**src/hw/ulw_pkg.sv**
```systemverilog
// shared constants and types for the right-part unaligned word load unit
package ulw_pkg;

  // ****************************************************************
  // datapath widths
  // ****************************************************************
  localparam int ULW_XLEN      = 64;
  localparam int ULW_WORD_W    = 32;
  localparam int ULW_IMM_W     = 16;
  localparam int ULW_USR_IMM_W = 9;
  localparam int ULW_BYTE_W    = 8;

  // ****************************************************************
  // register map (byte addresses on the plain register port)
  // ****************************************************************
  localparam int ULW_ADDR_W = 4;
  localparam logic [3:0] ULW_REG_CTRL   = 4'h0;
  localparam logic [3:0] ULW_REG_STATUS = 4'h4;
  localparam logic [3:0] ULW_REG_MASK   = 4'h8;
  localparam logic [3:0] ULW_REG_EXC    = 4'hC;

  // control fields
  localparam int ULW_CTRL_USER_EXT = 0;
  localparam int ULW_CTRL_FILL_SGN = 1;
  localparam logic [1:0] ULW_CTRL_RESET = 2'h0;

  // status / mask fields
  localparam int ULW_EV_W    = 2;
  localparam int ULW_EV_DONE = 0;
  localparam int ULW_EV_EXC  = 1;
  localparam logic [1:0] ULW_EV_RESET = 2'h0;

  // release at which the left/right family is removed
  localparam int ULW_RELEASE_NO_LR = 6;

  // ****************************************************************
  // types
  // ****************************************************************
  typedef enum logic [1:0] {
    ULW_SEG_KERNEL_USER_MAPPED = 2'h0,
    ULW_SEG_UNMAPPED_USER      = 2'h1,
    ULW_SEG_MAPPED_USER        = 2'h2,
    ULW_SEG_OTHER              = 2'h3
  } ulw_seg_mode_type;

  typedef enum logic [2:0] {
    ULW_EXC_NONE         = 3'h0,
    ULW_EXC_TLB_REFILL   = 3'h1,
    ULW_EXC_TLB_INVALID  = 3'h2,
    ULW_EXC_BUS_ERROR    = 3'h3,
    ULW_EXC_ADDR_ERROR   = 3'h4,
    ULW_EXC_WATCH        = 3'h5,
    ULW_EXC_RESERVED_OP  = 3'h6,
    ULW_EXC_COP_UNUSABLE = 3'h7
  } ulw_exc_type;

  typedef enum {
    ULW_ST_IDLE,
    ULW_ST_XLATE,
    ULW_ST_MEM,
    ULW_ST_DONE
  } ulw_state_type;

endpackage

```
**src/hw/ulw_load_right.sv**
```systemverilog
// right-part unaligned word load datapath with register port and interrupt
//
// Implementation choices: the plain strobed port and the register addresses.
`timescale 1ns/1ps

// How it works
// RULE1: plain load adds sign-extended 16-bit offset
// RULE2: user variant adds sign-extended 9-bit offset
// RULE3: address is low byte; merge into right
// RULE4: byte/word select from address xor endianness
// RULE5: keep upper register bits, merge memory bits
// RULE6: merged word lands in low 32 bits
// RULE7: all four bytes loaded: sign-extend bit 31
// RULE8: otherwise keep upper or copy bit 31
// RULE9: right plus left load yields sign-extended word
// RULE10: user variant uses user mapping where kernel-mapped
// RULE11: user variant exists only if extension enabled
// RULE12: user variant needs coprocessor access, allowed segment
// RULE13: plain load raises only translation/bus/address/watch
// RULE14: sixth release omits left/right loads entirely
// RULE15: physical low bits xor reverse flag, clear if little
// RULE16: user variant adds reserved and unusable exceptions
// RULE17: single full writeback, only without exception
module ulw_load_right
  import ulw_pkg::*;
#(
  parameter int ARCH_RELEASE = 2,
  parameter int PADDR_W      = 36,
  parameter int REG_IDX_W    = 5
) (
  input  wire logic                   clk_sys,
  input  wire logic                   reset,
  // operation request from issue
  input  wire logic                   op_valid,
  output logic                        op_ready,
  input  wire logic                   load_word_right_user_op,
  input  wire logic [ULW_XLEN-1:0]    base_value,
  input  wire logic [ULW_IMM_W-1:0]   offset_imm,
  input  wire logic [REG_IDX_W-1:0]   dest_reg_index,
  input  wire logic [ULW_XLEN-1:0]    dest_value,
  input  wire logic                   cpu_big_endian_flag,
  input  wire logic                   memory_big_endian_flag,
  input  wire logic                   reversed_byte_order_flag,
  input  wire logic                   cop0_access_enabled,
  // address translation
  output logic                        xlat_valid,
  output logic [ULW_XLEN-1:0]         effective_byte_address,
  output logic                        xlat_user_mapping,
  input  wire logic                   xlat_done,
  input  wire logic [PADDR_W-1:0]     xlat_paddr,
  input  wire logic [1:0]             xlat_seg_mode,
  input  wire logic                   xlat_tlb_refill,
  input  wire logic                   xlat_tlb_invalid,
  input  wire logic                   xlat_addr_error,
  input  wire logic                   xlat_watch,
  // memory doubleword read
  output logic                        mem_valid,
  output logic [PADDR_W-1:0]          mem_paddr,
  input  wire logic                   mem_done,
  input  wire logic [ULW_XLEN-1:0]    mem_doubleword,
  input  wire logic                   mem_bus_error,
  // writeback and exception report
  output logic                        wb_valid,
  output logic [REG_IDX_W-1:0]        wb_index,
  output logic [ULW_XLEN-1:0]         wb_data,
  output logic                        exc_valid,
  output logic [2:0]                  exc_code,
  // register port
  input  wire logic [ULW_ADDR_W-1:0]  reg_addr,
  input  wire logic [31:0]            reg_wdata,
  input  wire logic                   reg_write,
  input  wire logic                   reg_read,
  output logic [31:0]                 reg_rdata,
  output logic                        irq
);

  // ****************************************************************
  // state
  // ****************************************************************
  typedef struct packed {
    ulw_state_type            state;
    logic                     user_op;
    logic [ULW_XLEN-1:0]      vaddr;
    logic [REG_IDX_W-1:0]     idx;
    logic [ULW_XLEN-1:0]      dest;
    logic                     be_cpu;
    logic                     be_mem;
    logic                     rev;
    logic [PADDR_W-1:0]       paddr;
    logic [1:0]               ctrl;
    logic [ULW_EV_W-1:0]      status;
    logic [ULW_EV_W-1:0]      mask;
    logic [2:0]               last_exc;
    logic [31:0]              rdata;
    logic                     wb_valid;
    logic [ULW_XLEN-1:0]      wb_data;
    logic                     exc_valid;
    logic [2:0]               exc_code;
  } ulw_regs_type;

  ulw_regs_type r;
  ulw_regs_type next_r;

  // ****************************************************************
  // merge datapath
  // ****************************************************************
  logic [1:0]             byte_sel;
  logic                   word_sel;
  logic [ULW_XLEN-1:0]    mem_shifted;
  logic [ULW_WORD_W-1:0]  byte_mask;
  logic [ULW_WORD_W-1:0]  merged_word;
  logic [ULW_WORD_W-1:0]  upper_fill;
  logic [ULW_XLEN-1:0]    merged_result;

  assign byte_sel = r.vaddr[1:0] ^ {2{r.be_cpu}};  // [RULE4]
  assign word_sel = r.vaddr[2] ^ r.be_cpu;         // [RULE4]

  always_comb begin
    // memory bits 31+32*word .. 32*word+8*byte land at bit 0 [RULE5]
    mem_shifted = mem_doubleword >>
                  {word_sel, 5'h00} >> {byte_sel, 3'h0};
    // the kept register bits are 31 .. 32-8*byte [RULE3]
    byte_mask   = 32'hFFFFFFFF >> {byte_sel, 3'h0};
    merged_word = (r.dest[ULW_WORD_W-1:0] & ~byte_mask) |
                  (mem_shifted[ULW_WORD_W-1:0] & byte_mask);  // [RULE5]
    if (byte_sel == 2'h0) begin
      // bit 31 came from memory; with the left load this completes
      // a properly sign-extended word whichever ran first [RULE7] [RULE9]
      upper_fill = {ULW_WORD_W{merged_word[ULW_WORD_W-1]}};
    end else if (r.ctrl[ULW_CTRL_FILL_SGN]) begin
      upper_fill = {ULW_WORD_W{r.dest[ULW_WORD_W-1]}};  // [RULE8]
    end else begin
      upper_fill = r.dest[ULW_XLEN-1:ULW_WORD_W];       // [RULE8]
    end
    merged_result = {upper_fill, merged_word};  // [RULE6]
  end

  // ****************************************************************
  // address forming
  // ****************************************************************
  logic [ULW_XLEN-1:0] offset_ext;
  logic [PADDR_W-1:0]  paddr_adj;

  always_comb begin
    if (load_word_right_user_op) begin
      offset_ext = {{(ULW_XLEN-ULW_USR_IMM_W){offset_imm[ULW_USR_IMM_W-1]}},
                    offset_imm[ULW_USR_IMM_W-1:0]};  // [RULE2]
    end else begin
      offset_ext = {{(ULW_XLEN-ULW_IMM_W){offset_imm[ULW_IMM_W-1]}},
                    offset_imm};                     // [RULE1]
    end
    paddr_adj = {xlat_paddr[PADDR_W-1:3],
                 xlat_paddr[2:0] ^ {3{r.rev}}};      // [RULE15]
    if (!r.be_mem) begin
      paddr_adj[2:0] = 3'h0;                         // [RULE15]
    end
  end

  // ****************************************************************
  // sequencing and register port
  // ****************************************************************
  logic seg_allowed;
  logic [ULW_EV_W-1:0] events;

  assign seg_allowed = (xlat_seg_mode != ULW_SEG_OTHER);

  always_comb begin
    next_r           = r;
    next_r.wb_valid  = 1'b0;
    next_r.exc_valid = 1'b0;
    next_r.rdata     = 32'h00000000;
    events           = ULW_EV_RESET;
    unique case (r.state)
      ULW_ST_IDLE: begin
        if (op_valid) begin
          next_r.user_op = load_word_right_user_op;
          next_r.vaddr   = base_value + offset_ext;  // [RULE1] [RULE2]
          next_r.idx     = dest_reg_index;
          next_r.dest    = dest_value;
          next_r.be_cpu  = cpu_big_endian_flag;
          next_r.be_mem  = memory_big_endian_flag;
          next_r.rev     = reversed_byte_order_flag;
          if (ARCH_RELEASE >= ULW_RELEASE_NO_LR) begin
            next_r.exc_code = ULW_EXC_RESERVED_OP;  // [RULE14]
            next_r.state    = ULW_ST_DONE;
          end else if (load_word_right_user_op &&
                       !r.ctrl[ULW_CTRL_USER_EXT]) begin
            next_r.exc_code = ULW_EXC_RESERVED_OP;  // [RULE11] [RULE16]
            next_r.state    = ULW_ST_DONE;
          end else if (load_word_right_user_op && !cop0_access_enabled) begin
            next_r.exc_code = ULW_EXC_COP_UNUSABLE; // [RULE12] [RULE16]
            next_r.state    = ULW_ST_DONE;
          end else begin
            next_r.exc_code = ULW_EXC_NONE;
            next_r.state    = ULW_ST_XLATE;
          end
        end
      end
      ULW_ST_XLATE: begin
        if (xlat_done) begin
          // priority among simultaneous faults is fixed here [RULE13]
          if (xlat_addr_error) begin
            next_r.exc_code = ULW_EXC_ADDR_ERROR;
          end else if (r.user_op && !seg_allowed) begin
            next_r.exc_code = ULW_EXC_ADDR_ERROR;   // [RULE12]
          end else if (xlat_tlb_refill) begin
            next_r.exc_code = ULW_EXC_TLB_REFILL;
          end else if (xlat_tlb_invalid) begin
            next_r.exc_code = ULW_EXC_TLB_INVALID;
          end else if (xlat_watch) begin
            next_r.exc_code = ULW_EXC_WATCH;
          end else begin
            next_r.exc_code = ULW_EXC_NONE;
          end
          next_r.paddr = paddr_adj;                 // [RULE15]
          if (xlat_addr_error || xlat_tlb_refill || xlat_tlb_invalid ||
              xlat_watch || (r.user_op && !seg_allowed)) begin
            next_r.state = ULW_ST_DONE;
          end else begin
            next_r.state = ULW_ST_MEM;
          end
        end
      end
      ULW_ST_MEM: begin
        if (mem_done) begin
          if (mem_bus_error) begin
            next_r.exc_code = ULW_EXC_BUS_ERROR;    // [RULE13]
          end else begin
            next_r.wb_data = merged_result;
          end
          next_r.state = ULW_ST_DONE;
        end
      end
      ULW_ST_DONE: begin
        // one writeback of all 64 bits, suppressed on any fault [RULE17]
        next_r.wb_valid  = (r.exc_code == ULW_EXC_NONE);
        next_r.exc_valid = (r.exc_code != ULW_EXC_NONE);
        next_r.last_exc  = r.exc_code;
        events[ULW_EV_DONE] = 1'b1;
        events[ULW_EV_EXC]  = (r.exc_code != ULW_EXC_NONE);
        next_r.state     = ULW_ST_IDLE;
      end
    endcase

    // software writes; a clearing write never loses a same-cycle event
    if (reg_write && reg_addr == ULW_REG_CTRL) begin
      next_r.ctrl = reg_wdata[1:0];
    end
    if (reg_write && reg_addr == ULW_REG_MASK) begin
      next_r.mask = reg_wdata[ULW_EV_W-1:0];
    end
    if (reg_write && reg_addr == ULW_REG_STATUS) begin
      next_r.status = r.status & ~reg_wdata[ULW_EV_W-1:0];
    end
    next_r.status = next_r.status | events;

    if (reg_read) begin
      unique case (reg_addr)
        ULW_REG_CTRL:   next_r.rdata = {30'h00000000, r.ctrl};
        ULW_REG_STATUS: next_r.rdata = {30'h00000000, r.status};
        ULW_REG_MASK:   next_r.rdata = {30'h00000000, r.mask};
        ULW_REG_EXC:    next_r.rdata = {29'h00000000, r.last_exc};
        default:        next_r.rdata = 32'h00000000;
      endcase
    end
  end

  always_ff @(posedge clk_sys) begin
    if (reset) begin
      r.state     <= ULW_ST_IDLE;
      r.user_op   <= 1'b0;
      r.vaddr     <= '0;
      r.idx       <= '0;
      r.dest      <= '0;
      r.be_cpu    <= 1'b0;
      r.be_mem    <= 1'b0;
      r.rev       <= 1'b0;
      r.paddr     <= '0;
      r.ctrl      <= ULW_CTRL_RESET;
      r.status    <= ULW_EV_RESET;
      r.mask      <= ULW_EV_RESET;
      r.last_exc  <= ULW_EXC_NONE;
      r.rdata     <= 32'h00000000;
      r.wb_valid  <= 1'b0;
      r.wb_data   <= '0;
      r.exc_valid <= 1'b0;
      r.exc_code  <= ULW_EXC_NONE;
    end else begin
      r <= next_r;
    end
  end

  // ****************************************************************
  // outputs
  // ****************************************************************
  assign op_ready               = (r.state == ULW_ST_IDLE);
  assign xlat_valid             = (r.state == ULW_ST_XLATE);
  assign effective_byte_address = r.vaddr;
  // user mapping only matters inside kernel-mapped user segments [RULE10]
  assign xlat_user_mapping      = r.user_op;
  assign mem_valid              = (r.state == ULW_ST_MEM);
  assign mem_paddr              = r.paddr;
  assign wb_valid               = r.wb_valid;
  assign wb_index               = r.idx;
  assign wb_data                = r.wb_data;
  assign exc_valid              = r.exc_valid;
  assign exc_code               = r.exc_code;
  assign reg_rdata              = r.rdata;
  assign irq                    = |(r.status & r.mask);

endmodule

```
**config.mk**
```make
export PLATFORM = sky130hd
export DESIGN_NAME = ulw_load_right
export DESIGN_NICKNAME = d
export VERILOG_FILES = /design/src/hw/ulw_pkg.sv /design/src/hw/ulw_load_right.sv
export SDC_FILE = /design/constraint.sdc
export NUM_CORES = 1
export LEC_CHECK = 0
export ABC_AREA = 1
export BUFFER_PORTS_ARGS = -buffer_cell sky130_fd_sc_hd__buf_2
export CORE_AREA = 2 2 201 203
export CTS_CLUSTER_DIAMETER = 30
export DETAILED_ROUTE_END_ITERATION = 6
export DIE_AREA = 0 0 203 205
export GPL_TIMING_DRIVEN = 0
export PLACE_DENSITY = 0.76
export RECOVER_POWER = 100
export SYNTH_ARGS = -nofsm -noshare
export SYNTH_HDL_FRONTEND = slang
export SYNTH_SLANG_ARGS = --single-unit
export TNS_END_PERCENT = 20
```
**constraint.sdc**
```tcl
create_clock -name clk_sys -period 4 [get_ports clk_sys]
set_clock_uncertainty 0.15 [all_clocks]
set_input_delay 0.2 -clock clk_sys [delete_from_list [all_inputs] [get_ports clk_sys]]
set_output_delay 0.2 -clock clk_sys [all_outputs]
set_load 0.01 [all_outputs]
```
==> impl_metrics.ini <==
[critical_path]
critical_path_class = reg2reg
start_kind = register
critPathMaxFanout = 10
end_kind = register
required_ns = 4.34
arrival_ns = 4.09

[final_layout]
seq_area_um2 = 4960
final_cells = 4239
design_area_um2 = 24100
final_cell_mix = nand2_1 (851), nor2_1 (443), inv_1 (429), buf_2 (284), clkbuf_1 (263)
area_growth_pct = 36.2
multiInputGateArea_um2 = 9230
final_nets = 4035
nFillCells = 3867
drive_gt1_share_pct = 16.5
final_common_cell = nand2_1

[detailed_routing]
wire_per_inst_um = 16.2
ant_nets = 0
vias = 20653
drc = 0
firstDrtPassIters = 7
drt_iter0_markers = 1590
wl_um = 68500
drt-vias-per-instance = 4.87

[power]
p_per_area_nw_per_um2 = 568
swShare_pct = 38.3
switchingPower_uw = 5250
pwr-share-seq_pct = 24.8
clkPwrFrac_pct = 36.1
comb_power_share_pct = 39.1
p_leak_uw = 0.0130
ir_worst_vdd_mv = 0.371
p_int_uw = 8460

[outcome]
run_status = finished clean

[timing]
min_period_ns = 3.75
slew_viol_final = 0
fmax_ghz = 0.267
hold_viol = 0
max_slew_margin_pct = 38.0
finalSetupTns_ns = 0
fin_ws_ns = 0.250
worst_pin_slew_ns = 0.930
rsz0062_at_grt = false
whs_ns = 0.0112
min_period_over_period_pct = 93.8
setup_viol = 0

[logic_synthesis]
yosysTopAreaCellShare_pct = 28.0
synth_edf_count = 0
synth_warnings = 0
ys.flop_type = dfxtp_1
synth_cell_types = 42
synthArstFlopShare_pct = 0
yosysTopAreaCell = dfxtp_1
synth_top_cells_by_area = dfxtp_1 (28%), nand2_1 (18%), nor2_1 (9.4%), inv_1 (9.0%), buf_4 (8.9%)
syn_inst = 2971
ys_ff_latch = 248
netlist_area_um2 = 17700
ys_seq_area_share_pct = 28.0
syn_avg_cell_area_um2 = 5.96

[place]
place_area_um2 = 20700
gp_congestion = 0.985
dp_slack_ns = 0.765
port_buffers = 446
placed_cells = 3971
dpl.hpwl_um = 52200

[floorplan]
ios = 515
die_x_um = 203
core_area_um2 = 39400
fp-row-count = 73
initial_core_util_pct = 45.0
die_h_um = 205
die_area_um2 = 41600

[job]
maxCapViolCount = 0

[clock_network]
cts_buffer_depth = 3
htreeDepth = 2
cts_hold_buffers = 155
cts_root_buffer = clkbuf_16
cts.sinks = 248
tritoncts = yes
cts_resized = 0
cts_buffers = 59
post-cts-setup-buffers = 0
clk_latency_ns = 0.61
clk_pin_slew_worst_paths_ns = 0.05

[global_route]
grt-ovfl-total = 0
grt_pass1_wl_um = 103000
antenna_found_initial = 2
grt_max_degree = 49
track_usage_pct = 31.7
grt_pass1_vias = 19664

[worst_hold_path]
hold_path_class = in2reg
## per-stage QoR
| stage | util [%] | power [µW] |
|---|---|---|
| after floorplan | - | 6860 |
| after global placement | 52.6 | 8500 |
| after detailed placement | 52.7 | 8550 |
| after CTS | 61.9 | 13700 |
| after global routing | 61.3 | 14500 |
| final | 61.3 | 13700 |
## logic make-up (layout without fill, tap and decap cells)
family | after synthesis | count (layout) | share of synthesized area, %
compound gates | 427 | 427 | 12.7
xor+xnor | 35 | 35 | 1.77
fa+ha+maj | 69 | 69 | 4.91
buf+inv | 740 | 1452 | 20.5
flops | 248 | 248 | 28.0
other cells | 1 | 32 | 0.0212
simple gates | 1451 | 1451 | 32.2
## cell usage after synthesis (2+ instances only)
master and count:
nand2_1 850, nor2_1 442, inv_1 427, dfxtp_1 248, o21ai_0 235, buf_4 210, a21oi_1 132, nand3_1 107
clkbuf_1 72, ha_1 68, xor2_1 29, nor3_1 18, o21ai_1 17, nand4_1 13, o211ai_1 12, buf_2 11
a31oi_1 10, a211oi_1 7, or2_2 7, buf_1 6, buf_6 6, inv_2 5, xnor2_1 5, a221oi_1 4
nor4_1 4, clkinv_1 3, nand2_2 3, o22ai_1 3, nor2_2 2, o21bai_1 2, or2_1 2
## worst paths after layout
| check | slack [ns] | startpoint | cells past startpoint | end |
|---|---|---|---|---|
| setup / recovery | 0.25 | r[148]$_SDFFE_PP0P_ | 12 | wb_data[6]$_SDFFE_PP0P_ |
| hold / removal | 0.01 | xlat_watch | 5 | exc_code[2]$_SDFFE_PP0P_ |
| setup reg to reg | 0.25 | r[148]$_SDFFE_PP0P_ | 12 | wb_data[6]$_SDFFE_PP0P_ |
| hold reg to reg | 0.30 | r[212]$_SDFFE_PP0P_ | 2 | r[212]$_SDFFE_PP0P_ |
## power by group through the flow
stage          logic (µW)  registers [µW]  clock network, µW
3_3_place_gp         5090            3410                  0
6_report             5360            3400               4950
3_5_place_dp         5120            3420                  0
2_1_floorplan        3530            3330                  0
4_1_cts              5340            3380               4980
5_1_grt              5880            3460               5110
## critical path, stage by stage, from the launching register on
cell	delay (ns)
dfxtp_1	0.45
nand2_2	0.23
nand2_1	0.16
buf_6	0.15
buf_2	0.22
nand2_1	0.13
o21ai_0	0.11
dlygate4sd3_1	0.58
nor2_1	0.04
a211oi_1	0.16
dlygate4sd3_1	0.57
a21oi_1	0.08
dlygate4sd3_1	0.59
## cell type report
type | count | area share (%)
multi-input cells | 2011 | 38.2
flip-flops and latches | 248 | 20.6
repair buffers | 602 | 14.9
plain buffers | 305 | 8.14
inverters | 435 | 6.77
clock buffers | 74 | 6.68
well taps | 525 | 2.72
clock inverters | 36 | 1.98
diodes | 3 | 0.0311
## state kept, by name (all words and copies together) (netlist names)
signal                  count
reg_rdata                   3
wb_valid                    1
exc_code                    3
wb_data                    64
r                          70
wb_index                    5
xlat_user_mapping           1
effective_byte_address     64
exc_valid                   1
mem_paddr                  36
## layer usage
layer	up-vias	routed length, µm	GRT usage [%]
li1	10343	-	-
met2	889	32900	56.6
met1	9211	27300	37.6
met5	-	0	0
met4	0	3260	15.6
met3	210	5130	3.98
No activity file was read; power rests on OpenSTA's default activity.
